--- src/shared/hpq_regs.svh ---
`ifndef HPQ_REGS_SVH
`define HPQ_REGS_SVH

// ==========================================================
// Register indices (byte address is four times the index)
// ==========================================================
`define HPQ_IDX_RSV_LO      12'h536
`define HPQ_IDX_RSV_MID     12'h538
`define HPQ_IDX_RSV_HI      12'h53a
`define HPQ_IDX_CTRL1       12'h540
`define HPQ_IDX_VIDCR       12'h544

// ==========================================================
// Field positions of host_port_control_one
// ==========================================================
`define HPQ_BIT_STORM       7
`define HPQ_BIT_DSCP        6
`define HPQ_BIT_P1P         5
`define HPQ_PRIO_MSB        4
`define HPQ_PRIO_LSB        3
`define HPQ_BIT_TAG_INS     2
`define HPQ_BIT_TAG_RM      1
`define HPQ_BIT_MULTI_Q     0

// ==========================================================
// Field positions of host_port_vid_control
// ==========================================================
`define HPQ_VID_MSB         11
`define HPQ_VID_LSB         0

// ==========================================================
// Reset values and writable masks
// ==========================================================
`define HPQ_CTRL1_RST       16'h0000
`define HPQ_CTRL1_WMASK     16'h00ff
`define HPQ_VIDCR_RST       16'h0001
`define HPQ_VIDCR_WMASK     16'hffff
`define HPQ_RSV_VALUE       16'h0000

// ==========================================================
// Bus responses
// ==========================================================
`define HPQ_RESP_OKAY       2'b00
`define HPQ_RESP_SLVERR     2'b10

`endif

--- src/shared/hpq_pkg.sv ---
package hpq_pkg;

   // ==========================================================
   // Bus channel states, one-hot
   // ==========================================================
   typedef enum logic [1:0] {
      hpq_w_idle = 2'b01,
      hpq_w_resp = 2'b10
   } hpq_wr_state_t;

   typedef enum logic [1:0] {
      hpq_r_idle = 2'b01,
      hpq_r_resp = 2'b10
   } hpq_rd_state_t;

   // Register selected by an address
   typedef enum logic [2:0] {
      hpq_sel_none,
      hpq_sel_rsv,
      hpq_sel_ctrl1,
      hpq_sel_vidcr
   } hpq_sel_t;

endpackage

--- src/shared/hpq_cfg_if.sv ---
// ==========================================================
// Configuration carried from the register bank to the classifier
// ==========================================================
interface hpq_cfg_if;
   logic        storm_en;
   logic        dscp_en;
   logic        p1p_en;
   logic [1:0]  port_prio;
   logic        tag_ins;
   logic        tag_rm;
   logic        multi_q;
   logic [11:0] vid;

   modport regs (output storm_en, output dscp_en, output p1p_en, output port_prio,
                 output tag_ins, output tag_rm, output multi_q, output vid);
   modport cls  (input storm_en, input dscp_en, input p1p_en, input port_prio,
                 input tag_ins, input tag_rm, input multi_q, input vid);
endinterface

--- src/rtl/hpq_classifier.sv ---
module hpq_classifier (
   input  wire logic        aclk,
   input  wire logic        aresetn,
   hpq_cfg_if.cls           cfg,
   input  wire logic        ing_valid,
   input  wire logic        ing_bcast,
   input  wire logic        ing_dscp_hit,
   input  wire logic [1:0]  ing_dscp_prio,
   input  wire logic        ing_tagged,
   input  wire logic [1:0]  ing_tag_prio,
   input  wire logic        egr_valid,
   input  wire logic        egr_rx_tagged,
   output logic             cls_valid_r,
   output logic [1:0]       cls_prio_r,
   output logic [1:0]       cls_queue_r,
   output logic             storm_meter_r,
   output logic             egr_valid_r,
   output logic             egr_insert_r,
   output logic             egr_strip_r,
   output logic [11:0]      egr_vid_r
);

   logic        cls_valid_nxt;
   logic [1:0]  cls_prio_nxt;
   logic [1:0]  cls_queue_nxt;
   logic        storm_meter_nxt;
   logic        egr_valid_nxt;
   logic        egr_insert_nxt;
   logic        egr_strip_nxt;
   logic [11:0] egr_vid_nxt;
   logic        p1p_hit;
   logic        dscp_hit;

   // ==========================================================
   // Ingress priority and queue choice
   // ==========================================================
   always_comb begin
      p1p_hit         = cfg.p1p_en & ing_tagged;
      dscp_hit        = cfg.dscp_en & ing_dscp_hit;
      cls_valid_nxt   = ing_valid;
      storm_meter_nxt = ing_valid & ing_bcast & cfg.storm_en;
      if (p1p_hit | dscp_hit) begin
         // Both classifiers may fire; their results are merged bitwise
         cls_prio_nxt = (p1p_hit ? ing_tag_prio : 2'h0)
                      | (dscp_hit ? ing_dscp_prio : 2'h0);
      end else begin
         cls_prio_nxt = cfg.port_prio;
      end
      // Single queue mode ignores the class; it still goes out for statistics
      cls_queue_nxt = cfg.multi_q ? cls_prio_nxt : 2'h0;
   end

   // ==========================================================
   // Egress tag handling
   // ==========================================================
   always_comb begin
      egr_valid_nxt  = egr_valid;
      egr_insert_nxt = egr_valid & cfg.tag_ins & ~egr_rx_tagged;
      egr_strip_nxt  = egr_valid & cfg.tag_rm & egr_rx_tagged;
      egr_vid_nxt    = cfg.vid;
   end

   // Registered results, one cycle after the request
   always_ff @(posedge aclk) begin
      if (!aresetn) begin
         cls_valid_r   <= 1'b0;
         cls_prio_r    <= 2'h0;
         cls_queue_r   <= 2'h0;
         storm_meter_r <= 1'b0;
         egr_valid_r   <= 1'b0;
         egr_insert_r  <= 1'b0;
         egr_strip_r   <= 1'b0;
         egr_vid_r     <= 12'h000;
      end else begin
         cls_valid_r   <= cls_valid_nxt;
         cls_prio_r    <= cls_prio_nxt;
         cls_queue_r   <= cls_queue_nxt;
         storm_meter_r <= storm_meter_nxt;
         egr_valid_r   <= egr_valid_nxt;
         egr_insert_r  <= egr_insert_nxt;
         egr_strip_r   <= egr_strip_nxt;
         egr_vid_r     <= egr_vid_nxt;
      end
   end

endmodule

--- src/rtl/hpq_top.sv ---
// Functional notes
// - Control bit 7 enables broadcast storm protection for ingress packets.
// - Control bit 6 enables DiffServ code point priority classification.
// - Control bit 5 enables 802.1p tag priority classification.
// - Bits 4-3 give the default priority 0..3 when classifiers are off or miss.
// - With both classifiers on and either one hitting, OR of the hit priorities replaces the port default.
// - Bit 2 adds a tag carrying the default VID to untagged egress packets.
// - Tag insertion never adds a second tag to already tagged packets.
// - Bit 1 strips the tag on egress from packets received tagged.
// - Tag removal leaves packets received untagged unmodified.
// - Bit 0 splits the output queue into four priority queues.
// - Bit 0 clear uses one output queue with no priority differentiation.
// - Reserved range reads zero, ignores writes; control bits 15-8 read zero.
// - Inserted tag VID comes from VID control low 12 bits, reset 0x001.
//
// Implementation choice: the AXI4-Lite interface to the registers.

`include "hpq_regs.svh"

module hpq_top #(
   parameter int ADDR_W = 16
) (
   input  wire logic              aclk,
   input  wire logic              aresetn,
   // AXI4-Lite slave
   input  wire logic [ADDR_W-1:0] s_axi_awaddr,
   input  wire logic [2:0]        s_axi_awprot,
   input  wire logic              s_axi_awvalid,
   output logic                   s_axi_awready,
   input  wire logic [31:0]       s_axi_wdata,
   input  wire logic [3:0]        s_axi_wstrb,
   input  wire logic              s_axi_wvalid,
   output logic                   s_axi_wready,
   output logic [1:0]             s_axi_bresp,
   output logic                   s_axi_bvalid,
   input  wire logic              s_axi_bready,
   input  wire logic [ADDR_W-1:0] s_axi_araddr,
   input  wire logic [2:0]        s_axi_arprot,
   input  wire logic              s_axi_arvalid,
   output logic                   s_axi_arready,
   output logic [31:0]            s_axi_rdata,
   output logic [1:0]             s_axi_rresp,
   output logic                   s_axi_rvalid,
   input  wire logic              s_axi_rready,
   // Ingress packet descriptor from the switch core
   input  wire logic              ing_valid,
   input  wire logic              ing_bcast,
   input  wire logic              ing_dscp_hit,
   input  wire logic [1:0]        ing_dscp_prio,
   input  wire logic              ing_tagged,
   input  wire logic [1:0]        ing_tag_prio,
   // Egress packet descriptor from the switch core
   input  wire logic              egr_valid,
   input  wire logic              egr_rx_tagged,
   // Decisions back to the switch core
   output logic                   cls_valid,
   output logic [1:0]             cls_prio,
   output logic [1:0]             cls_queue,
   output logic                   storm_meter,
   output logic                   egr_dec_valid,
   output logic                   egr_insert,
   output logic                   egr_strip,
   output logic [11:0]            egr_vid,
   // Configuration levels seen by the queue manager
   output logic                   storm_protect_en,
   output logic                   multi_queue_en
);

   // ==========================================================
   // Address decode
   // ==========================================================
   // Shared by both channels so reads and writes agree on the map
   function automatic hpq_pkg::hpq_sel_t decode(input logic [ADDR_W-1:0] addr);
      logic [ADDR_W-1:0] a;
      a = addr;
      if (a == ADDR_W'({`HPQ_IDX_CTRL1, 2'b00}))
         decode = hpq_pkg::hpq_sel_ctrl1;
      else if (a == ADDR_W'({`HPQ_IDX_VIDCR, 2'b00}))
         decode = hpq_pkg::hpq_sel_vidcr;
      else if (a == ADDR_W'({`HPQ_IDX_RSV_LO, 2'b00}) || a == ADDR_W'({`HPQ_IDX_RSV_MID, 2'b00})
               || a == ADDR_W'({`HPQ_IDX_RSV_HI, 2'b00}))
         decode = hpq_pkg::hpq_sel_rsv;
      else
         decode = hpq_pkg::hpq_sel_none;
   endfunction

   // Byte-lane merge of a 16-bit register, read-only bits kept
   function automatic logic [15:0] merge(input logic [15:0] old, input logic [31:0] data,
                                         input logic [3:0] strb, input logic [15:0] wmask);
      logic [15:0] lanes;
      lanes = {{8{strb[1]}}, {8{strb[0]}}} & wmask;
      merge = (old & ~lanes) | (data[15:0] & lanes);
   endfunction

   // ==========================================================
   // Registers and channel state
   // ==========================================================
   hpq_pkg::hpq_wr_state_t wr_state_r, wr_state_nxt;
   hpq_pkg::hpq_rd_state_t rd_state_r, rd_state_nxt;
   logic                   aw_got_r, aw_got_nxt;
   logic                   w_got_r, w_got_nxt;
   logic [ADDR_W-1:0]      awaddr_r, awaddr_nxt;
   logic [31:0]            wdata_r, wdata_nxt;
   logic [3:0]             wstrb_r, wstrb_nxt;
   logic                   awready_r, awready_nxt;
   logic                   wready_r, wready_nxt;
   logic                   bvalid_r, bvalid_nxt;
   logic [1:0]             bresp_r, bresp_nxt;
   logic                   arready_r, arready_nxt;
   logic                   rvalid_r, rvalid_nxt;
   logic [1:0]             rresp_r, rresp_nxt;
   logic [31:0]            rdata_r, rdata_nxt;
   logic [15:0]            ctrl1_r, ctrl1_nxt;
   logic [15:0]            vidcr_r, vidcr_nxt;
   logic                   aw_hs, w_hs, ar_hs;
   logic [ADDR_W-1:0]      wr_addr;
   logic [31:0]            wr_data;
   logic [3:0]             wr_strb;
   hpq_pkg::hpq_sel_t      wr_sel, rd_sel;

   // ==========================================================
   // Write channel
   // ==========================================================
   // Address and data are taken in either order; the write lands once both are held
   always_comb begin
      aw_hs        = s_axi_awvalid & awready_r;
      w_hs         = s_axi_wvalid & wready_r;
      wr_addr      = aw_hs ? s_axi_awaddr : awaddr_r;
      wr_data      = w_hs ? s_axi_wdata : wdata_r;
      wr_strb      = w_hs ? s_axi_wstrb : wstrb_r;
      wr_sel       = decode(wr_addr);
      wr_state_nxt = wr_state_r;
      aw_got_nxt   = aw_got_r | aw_hs;
      w_got_nxt    = w_got_r | w_hs;
      awaddr_nxt   = wr_addr;
      wdata_nxt    = wr_data;
      wstrb_nxt    = wr_strb;
      bvalid_nxt   = bvalid_r;
      bresp_nxt    = bresp_r;
      ctrl1_nxt    = ctrl1_r;
      vidcr_nxt    = vidcr_r;
      unique case (wr_state_r)
         hpq_pkg::hpq_w_idle: begin
            if (aw_got_nxt && w_got_nxt) begin
               wr_state_nxt = hpq_pkg::hpq_w_resp;
               bvalid_nxt   = 1'b1;
               bresp_nxt    = `HPQ_RESP_OKAY;
               aw_got_nxt   = 1'b0;
               w_got_nxt    = 1'b0;
               unique case (wr_sel)
                  hpq_pkg::hpq_sel_ctrl1: ctrl1_nxt = merge(ctrl1_r, wr_data, wr_strb,
                                                            `HPQ_CTRL1_WMASK);
                  hpq_pkg::hpq_sel_vidcr: vidcr_nxt = merge(vidcr_r, wr_data, wr_strb,
                                                            `HPQ_VIDCR_WMASK);
                  hpq_pkg::hpq_sel_rsv:   ;
                  hpq_pkg::hpq_sel_none:  bresp_nxt = `HPQ_RESP_SLVERR;
               endcase
            end
         end
         hpq_pkg::hpq_w_resp: begin
            if (s_axi_bready) begin
               wr_state_nxt = hpq_pkg::hpq_w_idle;
               bvalid_nxt   = 1'b0;
            end
         end
      endcase
      // Readies are registered, so they drop the cycle after the beat is taken
      awready_nxt = (wr_state_nxt == hpq_pkg::hpq_w_idle) & ~aw_got_nxt;
      wready_nxt  = (wr_state_nxt == hpq_pkg::hpq_w_idle) & ~w_got_nxt;
   end

   always_ff @(posedge aclk) begin
      if (!aresetn) begin
         wr_state_r <= hpq_pkg::hpq_w_idle;
         aw_got_r   <= 1'b0;
         w_got_r    <= 1'b0;
         awaddr_r   <= '0;
         wdata_r    <= 32'h0000_0000;
         wstrb_r    <= 4'h0;
         awready_r  <= 1'b0;
         wready_r   <= 1'b0;
         bvalid_r   <= 1'b0;
         bresp_r    <= `HPQ_RESP_OKAY;
         ctrl1_r    <= `HPQ_CTRL1_RST;
         vidcr_r    <= `HPQ_VIDCR_RST;
      end else begin
         wr_state_r <= wr_state_nxt;
         aw_got_r   <= aw_got_nxt;
         w_got_r    <= w_got_nxt;
         awaddr_r   <= awaddr_nxt;
         wdata_r    <= wdata_nxt;
         wstrb_r    <= wstrb_nxt;
         awready_r  <= awready_nxt;
         wready_r   <= wready_nxt;
         bvalid_r   <= bvalid_nxt;
         bresp_r    <= bresp_nxt;
         ctrl1_r    <= ctrl1_nxt;
         vidcr_r    <= vidcr_nxt;
      end
   end

   // ==========================================================
   // Read channel
   // ==========================================================
   // Read data is captured at the address beat and held until taken
   always_comb begin
      ar_hs        = s_axi_arvalid & arready_r;
      rd_sel       = decode(s_axi_araddr);
      rd_state_nxt = rd_state_r;
      rvalid_nxt   = rvalid_r;
      rresp_nxt    = rresp_r;
      rdata_nxt    = rdata_r;
      unique case (rd_state_r)
         hpq_pkg::hpq_r_idle: begin
            if (ar_hs) begin
               rd_state_nxt = hpq_pkg::hpq_r_resp;
               rvalid_nxt   = 1'b1;
               rresp_nxt    = `HPQ_RESP_OKAY;
               unique case (rd_sel)
                  hpq_pkg::hpq_sel_ctrl1: rdata_nxt = {16'h0000, ctrl1_r & `HPQ_CTRL1_WMASK};
                  hpq_pkg::hpq_sel_vidcr: rdata_nxt = {16'h0000, vidcr_r};
                  hpq_pkg::hpq_sel_rsv:   rdata_nxt = {16'h0000, `HPQ_RSV_VALUE};
                  hpq_pkg::hpq_sel_none: begin
                     rdata_nxt = 32'h0000_0000;
                     rresp_nxt = `HPQ_RESP_SLVERR;
                  end
               endcase
            end
         end
         hpq_pkg::hpq_r_resp: begin
            if (s_axi_rready) begin
               rd_state_nxt = hpq_pkg::hpq_r_idle;
               rvalid_nxt   = 1'b0;
            end
         end
      endcase
      arready_nxt = (rd_state_nxt == hpq_pkg::hpq_r_idle);
   end

   always_ff @(posedge aclk) begin
      if (!aresetn) begin
         rd_state_r <= hpq_pkg::hpq_r_idle;
         arready_r  <= 1'b0;
         rvalid_r   <= 1'b0;
         rresp_r    <= `HPQ_RESP_OKAY;
         rdata_r    <= 32'h0000_0000;
      end else begin
         rd_state_r <= rd_state_nxt;
         arready_r  <= arready_nxt;
         rvalid_r   <= rvalid_nxt;
         rresp_r    <= rresp_nxt;
         rdata_r    <= rdata_nxt;
      end
   end

   // ==========================================================
   // Configuration towards the classifier
   // ==========================================================
   hpq_cfg_if cfg_bus ();

   // Fields fan out straight from the register flops
   assign cfg_bus.storm_en  = ctrl1_r[`HPQ_BIT_STORM];
   assign cfg_bus.dscp_en   = ctrl1_r[`HPQ_BIT_DSCP];
   assign cfg_bus.p1p_en    = ctrl1_r[`HPQ_BIT_P1P];
   assign cfg_bus.port_prio = ctrl1_r[`HPQ_PRIO_MSB:`HPQ_PRIO_LSB];
   assign cfg_bus.tag_ins   = ctrl1_r[`HPQ_BIT_TAG_INS];
   assign cfg_bus.tag_rm    = ctrl1_r[`HPQ_BIT_TAG_RM];
   assign cfg_bus.multi_q   = ctrl1_r[`HPQ_BIT_MULTI_Q];
   assign cfg_bus.vid       = vidcr_r[`HPQ_VID_MSB:`HPQ_VID_LSB];

   // Descriptors come from switch core logic on aclk, so no synchronisers
   hpq_classifier u_cls (
      .aclk          (aclk),
      .aresetn       (aresetn),
      .cfg           (cfg_bus),
      .ing_valid     (ing_valid),
      .ing_bcast     (ing_bcast),
      .ing_dscp_hit  (ing_dscp_hit),
      .ing_dscp_prio (ing_dscp_prio),
      .ing_tagged    (ing_tagged),
      .ing_tag_prio  (ing_tag_prio),
      .egr_valid     (egr_valid),
      .egr_rx_tagged (egr_rx_tagged),
      .cls_valid_r   (cls_valid),
      .cls_prio_r    (cls_prio),
      .cls_queue_r   (cls_queue),
      .storm_meter_r (storm_meter),
      .egr_valid_r   (egr_dec_valid),
      .egr_insert_r  (egr_insert),
      .egr_strip_r   (egr_strip),
      .egr_vid_r     (egr_vid)
   );

   // ==========================================================
   // Outputs
   // ==========================================================
   assign s_axi_awready    = awready_r;
   assign s_axi_wready     = wready_r;
   assign s_axi_bvalid     = bvalid_r;
   assign s_axi_bresp      = bresp_r;
   assign s_axi_arready    = arready_r;
   assign s_axi_rvalid     = rvalid_r;
   assign s_axi_rresp      = rresp_r;
   assign s_axi_rdata      = rdata_r;
   assign storm_protect_en = ctrl1_r[`HPQ_BIT_STORM];
   assign multi_queue_en   = ctrl1_r[`HPQ_BIT_MULTI_Q];

endmodule

--- config.mk ---
export PLATFORM = sky130hd
export DESIGN_NAME = hpq_top
export DESIGN_NICKNAME = d
export VERILOG_FILES = /design/src/shared/hpq_pkg.sv /design/src/shared/hpq_cfg_if.sv /design/src/rtl/hpq_classifier.sv /design/src/rtl/hpq_top.sv
export VERILOG_INCLUDE_DIRS = /design/src /design/src/shared
export SDC_FILE = /design/constraint.sdc
export NUM_CORES = 1
export LEC_CHECK = 0
export CAP_MARGIN = 10
export CORE_MARGIN = 10
export CORE_UTILIZATION = 47
export DETAILED_ROUTE_END_ITERATION = 8
export DONT_BUFFER_PORTS = 1
export PLACE_DENSITY = 0.71
export SYNTH_ARGS = -nofsm -noshare
export SYNTH_HDL_FRONTEND = slang
export SYNTH_SLANG_ARGS = --single-unit
export TNS_END_PERCENT = 50
--- constraint.sdc ---
create_clock -name aclk -period 2.1 [get_ports aclk]
set_input_delay 0.63 -clock aclk [delete_from_list [all_inputs] [get_ports aclk]]
set_output_delay 0.63 -clock aclk [all_outputs]
set_load 0.02 [all_outputs]
==> results_dict.tcl, run 1 <==
set metrics [dict create \
    status "completed" \
    die_w_um 116 \
    netlist.area_leader.share_pct 49.8 \
    post_cts_buffers 0 \
    synth_edf_count 0 \
    ys_warn_count 0 \
    dieArea_sq_um 13500 \
    end_kind "flip-flop" \
    ys_async_sr_fraction_pct 0 \
    area_growth_pct 9.33 \
    rows 35 \
    setup_viol 0 \
    layout_common_cells "108 x dfxtp_1, 56 x nand2_1, 26 x a21boi_0, 26 x mux2_2, 23 x and2_1" \
    p_sw_mw 1.02 \
    p_seq_share_pct 56.2 \
    dr.pass1.iters 4 \
    port_buffers 0 \
    grt_antenna_before_repair 0 \
    cts.path.max_buffers 2 \
    core-area_sq_um 9110 \
    initial_utilization_pct 47.7 \
    synth.avg_cell_area_sq_um 10.1 \
    drtIter0Drc 119 \
    final_cell_area_sq_um 4750 \
    setup.worst_path.class "flip-flop to flip-flop" \
    synth-seq-cells 108 \
    report.final.slew_viol_count 0 \
    power_frac_clock_pct 34.8 \
    cts_tree "built" \
    comb_power_share_pct 8.9 \
    required_ns 2.35 \
    drc_errors 0 \
    clock_tree.root_cell "clkbuf_8" \
    postRouteAntennaNets 0 \
    ys_types 46 \
    syn_area_sq_um 4340 \
    worstPathCellList "and2_2, nand4_1, o41ai_4, nand4_2, buf_12, mux2_2" \
    worstPathArrival_ns 2.12 \
    seq_area_frac_synth_pct 49.8 \
    overflow 0 \
    clk_pin_slew_worst_paths_ns 0.11 \
    cts_hold_buf 0 \
    fin_crit_ns 1.88 \
    grt_pass1_wl_mm 14.3 \
    whs_path_depth 1 \
    max_freq_mhz 533 \
    synth_cells 431 \
    vias 2944 \
    cts_buffers 9 \
    period_share_pct 89.4 \
    fin_nets 533 \
    grt_setup_unrepaired "no" \
    ff2ff_path_depth 6 \
    crit_fanout 10 \
    grt.total_usage_pct 13.2 \
    hold_path.class "input pin to flip-flop" \
    power_density_nw_per_um2 820 \
    grt_max_degree 89 \
    p_int_mw 2.87 \
    via_per_inst 5.27 \
    final_common_cell "dfxtp_1" \
    skew_ns 0.0187 \
    dpl_cell_area_sq_um 4510 \
    crit_slowest_cell "dfxtp_1" \
    fin_util_pct 52.1 \
    critPathLaunchType "flip-flop" \
    clock_latency_ns 0.37 \
    grt_pass1_vias 2846 \
    die_h_um 116 \
    netlist.top_cell.by_area "dfxtp_1" \
    htree_levels 3 \
    p_sw_share_pct 26.3 \
    clock-sinks 108 \
    hpwl_mm 7.07 \
    ir_drop_uv 339 \
    io_pins 155 \
    place_congestion 0.779 \
    hold_viol 0 \
    drive_gt1_share_pct 16.6 \
    synth_ff_type "dfxtp_1" \
    drt-total-wl_mm 9.40 \
    routedWlPerCell_um 16.8 \
    ys_top_cells_by_area "dfxtp_1 50%, mux2_2 6.7%, nand2_1 4.8%" \
    max_stage_delay_ns 0.36 \
    p_leak_nw 1.98 \
    drv_cap 0 \
]
==> timing repair <==
item,in CTS,in global routing
hold endpoints to repair,0,0
gates resized for setup,0,2
endpoints found under the setup margin,0,21
==> routing by layer <==
metal / vias up / part of all wire [%] / global-route usage, %
met5: - / 0 / 0
met4: 0 / 1.5 / 5.09
met3: 11 / 9.5 / 4.73
met2: 96 / 48 / 21.7
met1: 1369 / 41 / 15.6
li1: 1468 / - / -
==> critical path: cells and delay by family, from the launching register on <==
| kind | cells | cell delay, ns |
|---|---|---|
| AO/OA/AOI/OAI | 1 | 0.35 |
| buffers and inverters | 1 | 0.18 |
| multiplexers | 1 | 0.26 |
| AND/OR/NAND/NOR | 3 | 0.61 |
| flip-flops | 1 | 0.36 |
==> Yosys cell counts, types with 2 or more instances <==
cell type / n
dfxtp_1: 108
nand2_1: 56
a21boi_0: 26
mux2_2: 26
and2_1: 24
nor2b_1: 22
buf_4: 20
mux2i_1: 20
a22oi_1: 16
clkbuf_1: 15
nand2b_1: 11
nand3_1: 11
nor2_1: 11
inv_1: 8
o21ai_0: 6
a21oi_1: 4
nand3b_1: 4
nor3_1: 4
and3_1: 3
nand4b_1: 3
a32oi_1: 2
buf_2: 2
nand4_1: 2
nand4_2: 2
nor4_1: 2
nor4bb_1: 2
o21a_1: 2
==> worst paths after layout <==
check / from / to / slack, ns
worst max-delay path: s_axi_awready / flip-flop / 0.22
worst min register to register: awaddr_r[10] / awaddr_r[10] / 0.47
worst max register to register: s_axi_awready / flip-flop / 0.22
worst min-delay path: aresetn / s_axi_rresp[1] / 0.39
==> power groups by stage <==
stage	clock network, mW	logic (mW)	registers, mW
after CTS	1.41	0.344	2.19
after global placement	0	0.334	2.23
final	1.36	0.348	2.19
after global routing	1.50	0.387	2.20
after detailed placement	0	0.343	2.24
after floorplan	0	0.304	2.23
==> metrics by stage <==
stage	total power, mW	std cells	hold slack, ns	setup TNS [ns]	setup slack [ns]
2_1_floorplan	2.54	448	0.437	0	0.0169
3_3_place_gp	2.57	542	0.451	-2.76	-0.150
3_5_place_dp	2.58	542	0.465	-4.09	-0.206
4_1_cts	3.94	558	0.363	0	0.0379
5_1_grt	4.09	558	0.368	0	0.0802
6_report	3.89	559	0.386	0	0.223
==> cells by family after synthesis <==
kind of cell	Yosys count	share of synthesized area [%]
and+or+nand+nor	167	21.8
DFF	108	49.8
AOI/OAI and AO/OA	62	11.0
muxes	47	11.6
buffers and inverters	46	5.76
other	1	0.0863
==> area by class of cell <==
cell class | instances | area (sq um)
Fill cell | 831 | 4360
Sequential cell | 108 | 2160
Multi-Input combinational cell | 294 | 2000
Timing Repair Buffer | 21 | 183
Tap cell | 111 | 139
Clock buffer | 9 | 124
Clock inverter | 7 | 106
Inverter | 8 | 30.0
Antenna cell | 1 | 2.50
No activity file was read; power rests on OpenSTA's default activity.
==> inputs of run 2 (changes only) <==
CORE_UTILIZATION = 56   (was 47)
PLACE_DENSITY = 0.81   (was 0.71)
==> run 2 against run 1 <==
  * Clock-buffer cell count stayed put
  * Via count rose by 1.1%
  * Total power down 1.8%
  * Sequential power barely moved
  * Clock power fell by 5%
  * Non-clock buffer count fell by 2
  * Register-to-register slack about the same
  * Fmax rose by 0.35%
  * Sequential share of layout area rose by 0.52 points
  * Critical path type unchanged
  * Largest cell class unchanged
==> results_dict.tcl, run 2 (synthesized netlist as in run 1, its figures left out) <==
set metrics [dict create \
    dieArea_sq_um 11700 \
    grt_pass1_wl_mm 14.5 \
    fin_nets 531 \
    fin_cells 547 \
    p_seq_share_pct 57.2 \
    clk_pin_slew_worst_paths_ns 0.11 \
    antenna_cells 0 \
    grt_max_degree 89 \
    drv_cap 0 \
    clock_latency_ns 0.36 \
    overflow 0 \
    power_density_nw_per_um2 814 \
    final_common_cell "dfxtp_1" \
    drc_errors 0 \
    skew_ns 0.0100 \
    cts_resized 0 \
    crit_slowest_cell "dfxtp_1" \
    final.setup.tns_ns 0 \
    max_stage_delay_ns 0.36 \
    drive_gt1_share_pct 16.0 \
    fin_crit_ns 1.87 \
    fillers 646 \
    dpl_cell_area_sq_um 4480 \
    max_freq_mhz 535 \
    worstPathCellList "and2_1, buf_4, nor2_1, nor3b_4, nand4_2, buf_4, mux2_1" \
    layout_common_cells "108 x dfxtp_1, 56 x nand2_1, 26 x a21boi_0, 26 x mux2_2, 24 x and2_1" \
    comb_power_share_pct 9.0 \
    p_int_mw 2.84 \
    io_pins 155 \
    via_per_inst 5.44 \
    grt_setup_unrepaired "no" \
    final_cell_area_sq_um 4700 \
    status "completed" \
    grt.total_usage_pct 15.3 \
    reg2reg_from "s_axi_awready" \
    ff2ff_path_depth 7 \
    power_mw 3.82 \
    clock_tree.root_cell "clkbuf_8" \
    post_cts_buffers 0 \
    required_ns 2.35 \
    hold_viol 0 \
    initial_utilization_pct 56.8 \
    hpwl_mm 6.98 \
    cts_buffers 9 \
    core-area_sq_um 7650 \
    routedWlPerCell_um 17.0 \
    whs_ns 0.402 \
    vias 2975 \
    ir_drop_uv 507 \
    p_leak_nw 1.96 \
    rows 32 \
    drt-total-wl_mm 9.30 \
    grt_pass1_vias 2952 \
    cts_tree "built" \
    p_sw_mw 0.982 \
    place_congestion 0.787 \
    cpMostUsedCell "buf_4" \
    end_kind "flip-flop" \
    htree_levels 3 \
    power_frac_clock_pct 33.7 \
    port_buffers 0 \
    report.final.slew_viol_count 0 \
    p_sw_share_pct 25.7 \
    clock-sinks 108 \
    postRouteAntennaNets 0 \
    period_share_pct 89.1 \
    grt_antenna_before_repair 0 \
    cts.path.max_buffers 2 \
    cts_hold_buf 0 \
    drtIter0Drc 86 \
    r2r_slack_ns 0.23 \
    setup.worst_path.class "flip-flop to flip-flop" \
    die_w_um 108 \
    dr.pass1.iters 6 \
    crit_start "s_axi_awready" \
    critPathLaunchType "flip-flop" \
    crit_fanout 8 \
    die_h_um 108 \
    worstPathArrival_ns 2.12 \
    area_growth_pct 8.09 \
    place_inst 531 \
    hp-start "aresetn" \
    hold_path.class "input pin to flip-flop" \
    setup_viol 0 \
]
==> run 2: through the flow <==
| stage | util [%] | worst slack (ns) |
|---|---|---|
| global route | 61.4 | 0.0753 |
| global placement | 58.6 | -0.101 |
| finish | 61.4 | 0.230 |
| detailed placement | 58.6 | -0.127 |
| CTS | 61.3 | 0.133 |
| floorplan | - | 0.0169 |
==> run 2: power by group through the flow <==
stage	logic (mW)	clock network, mW	registers (mW)
floorplan	0.304	0	2.23
global placement	0.328	0	2.23
detailed placement	0.340	0	2.24
CTS	0.341	1.31	2.19
global route	0.383	1.40	2.20
finish	0.345	1.29	2.19
==> run 2: metal layers <==
metal / up-vias / share of wire [%] / GRT usage (%)
li1: 1458 / - / -
met2: 83 / 50 / 26.0
met1: 1424 / 39 / 16.8
met5: - / 0 / 0
met3: 10 / 9.6 / 6.31
met4: 0 / 1.2 / 5.34
==> run 2: worst min-delay path by stage <==
stage                     endpoint  depth (start not counted)
floorplan            s_axi_awready                          1
global placement     s_axi_awready                          1
detailed placement    awaddr_r[10]                          2
CTS                 s_axi_rdata[1]                          1
global route        s_axi_rdata[2]                          1
finish              s_axi_rdata[2]                          1
==> run 2: cell type report <==
| class | instances | area (sq um) | share of cell area (%) |
|---|---|---|---|
| clock buffer | 9 | 124 | 2.64 |
| timing repair buffer | 19 | 168 | 3.57 |
| clock inverter | 7 | 82.6 | 1.76 |
| sequential | 108 | 2160 | 46.0 |
| tap | 102 | 128 | 2.72 |
| inverter | 8 | 30.0 | 0.639 |
| multi-input combinational | 294 | 2000 | 42.6 |
==> run 2: worst max-delay path: cells and delay by family (launching register included) <==
kind / cells / cell delay [ns]
buffers and inverters: 2 / 0.36
flip-flops: 1 / 0.36
AND/OR/NAND/NOR: 4 / 0.73
multiplexers: 1 / 0.31
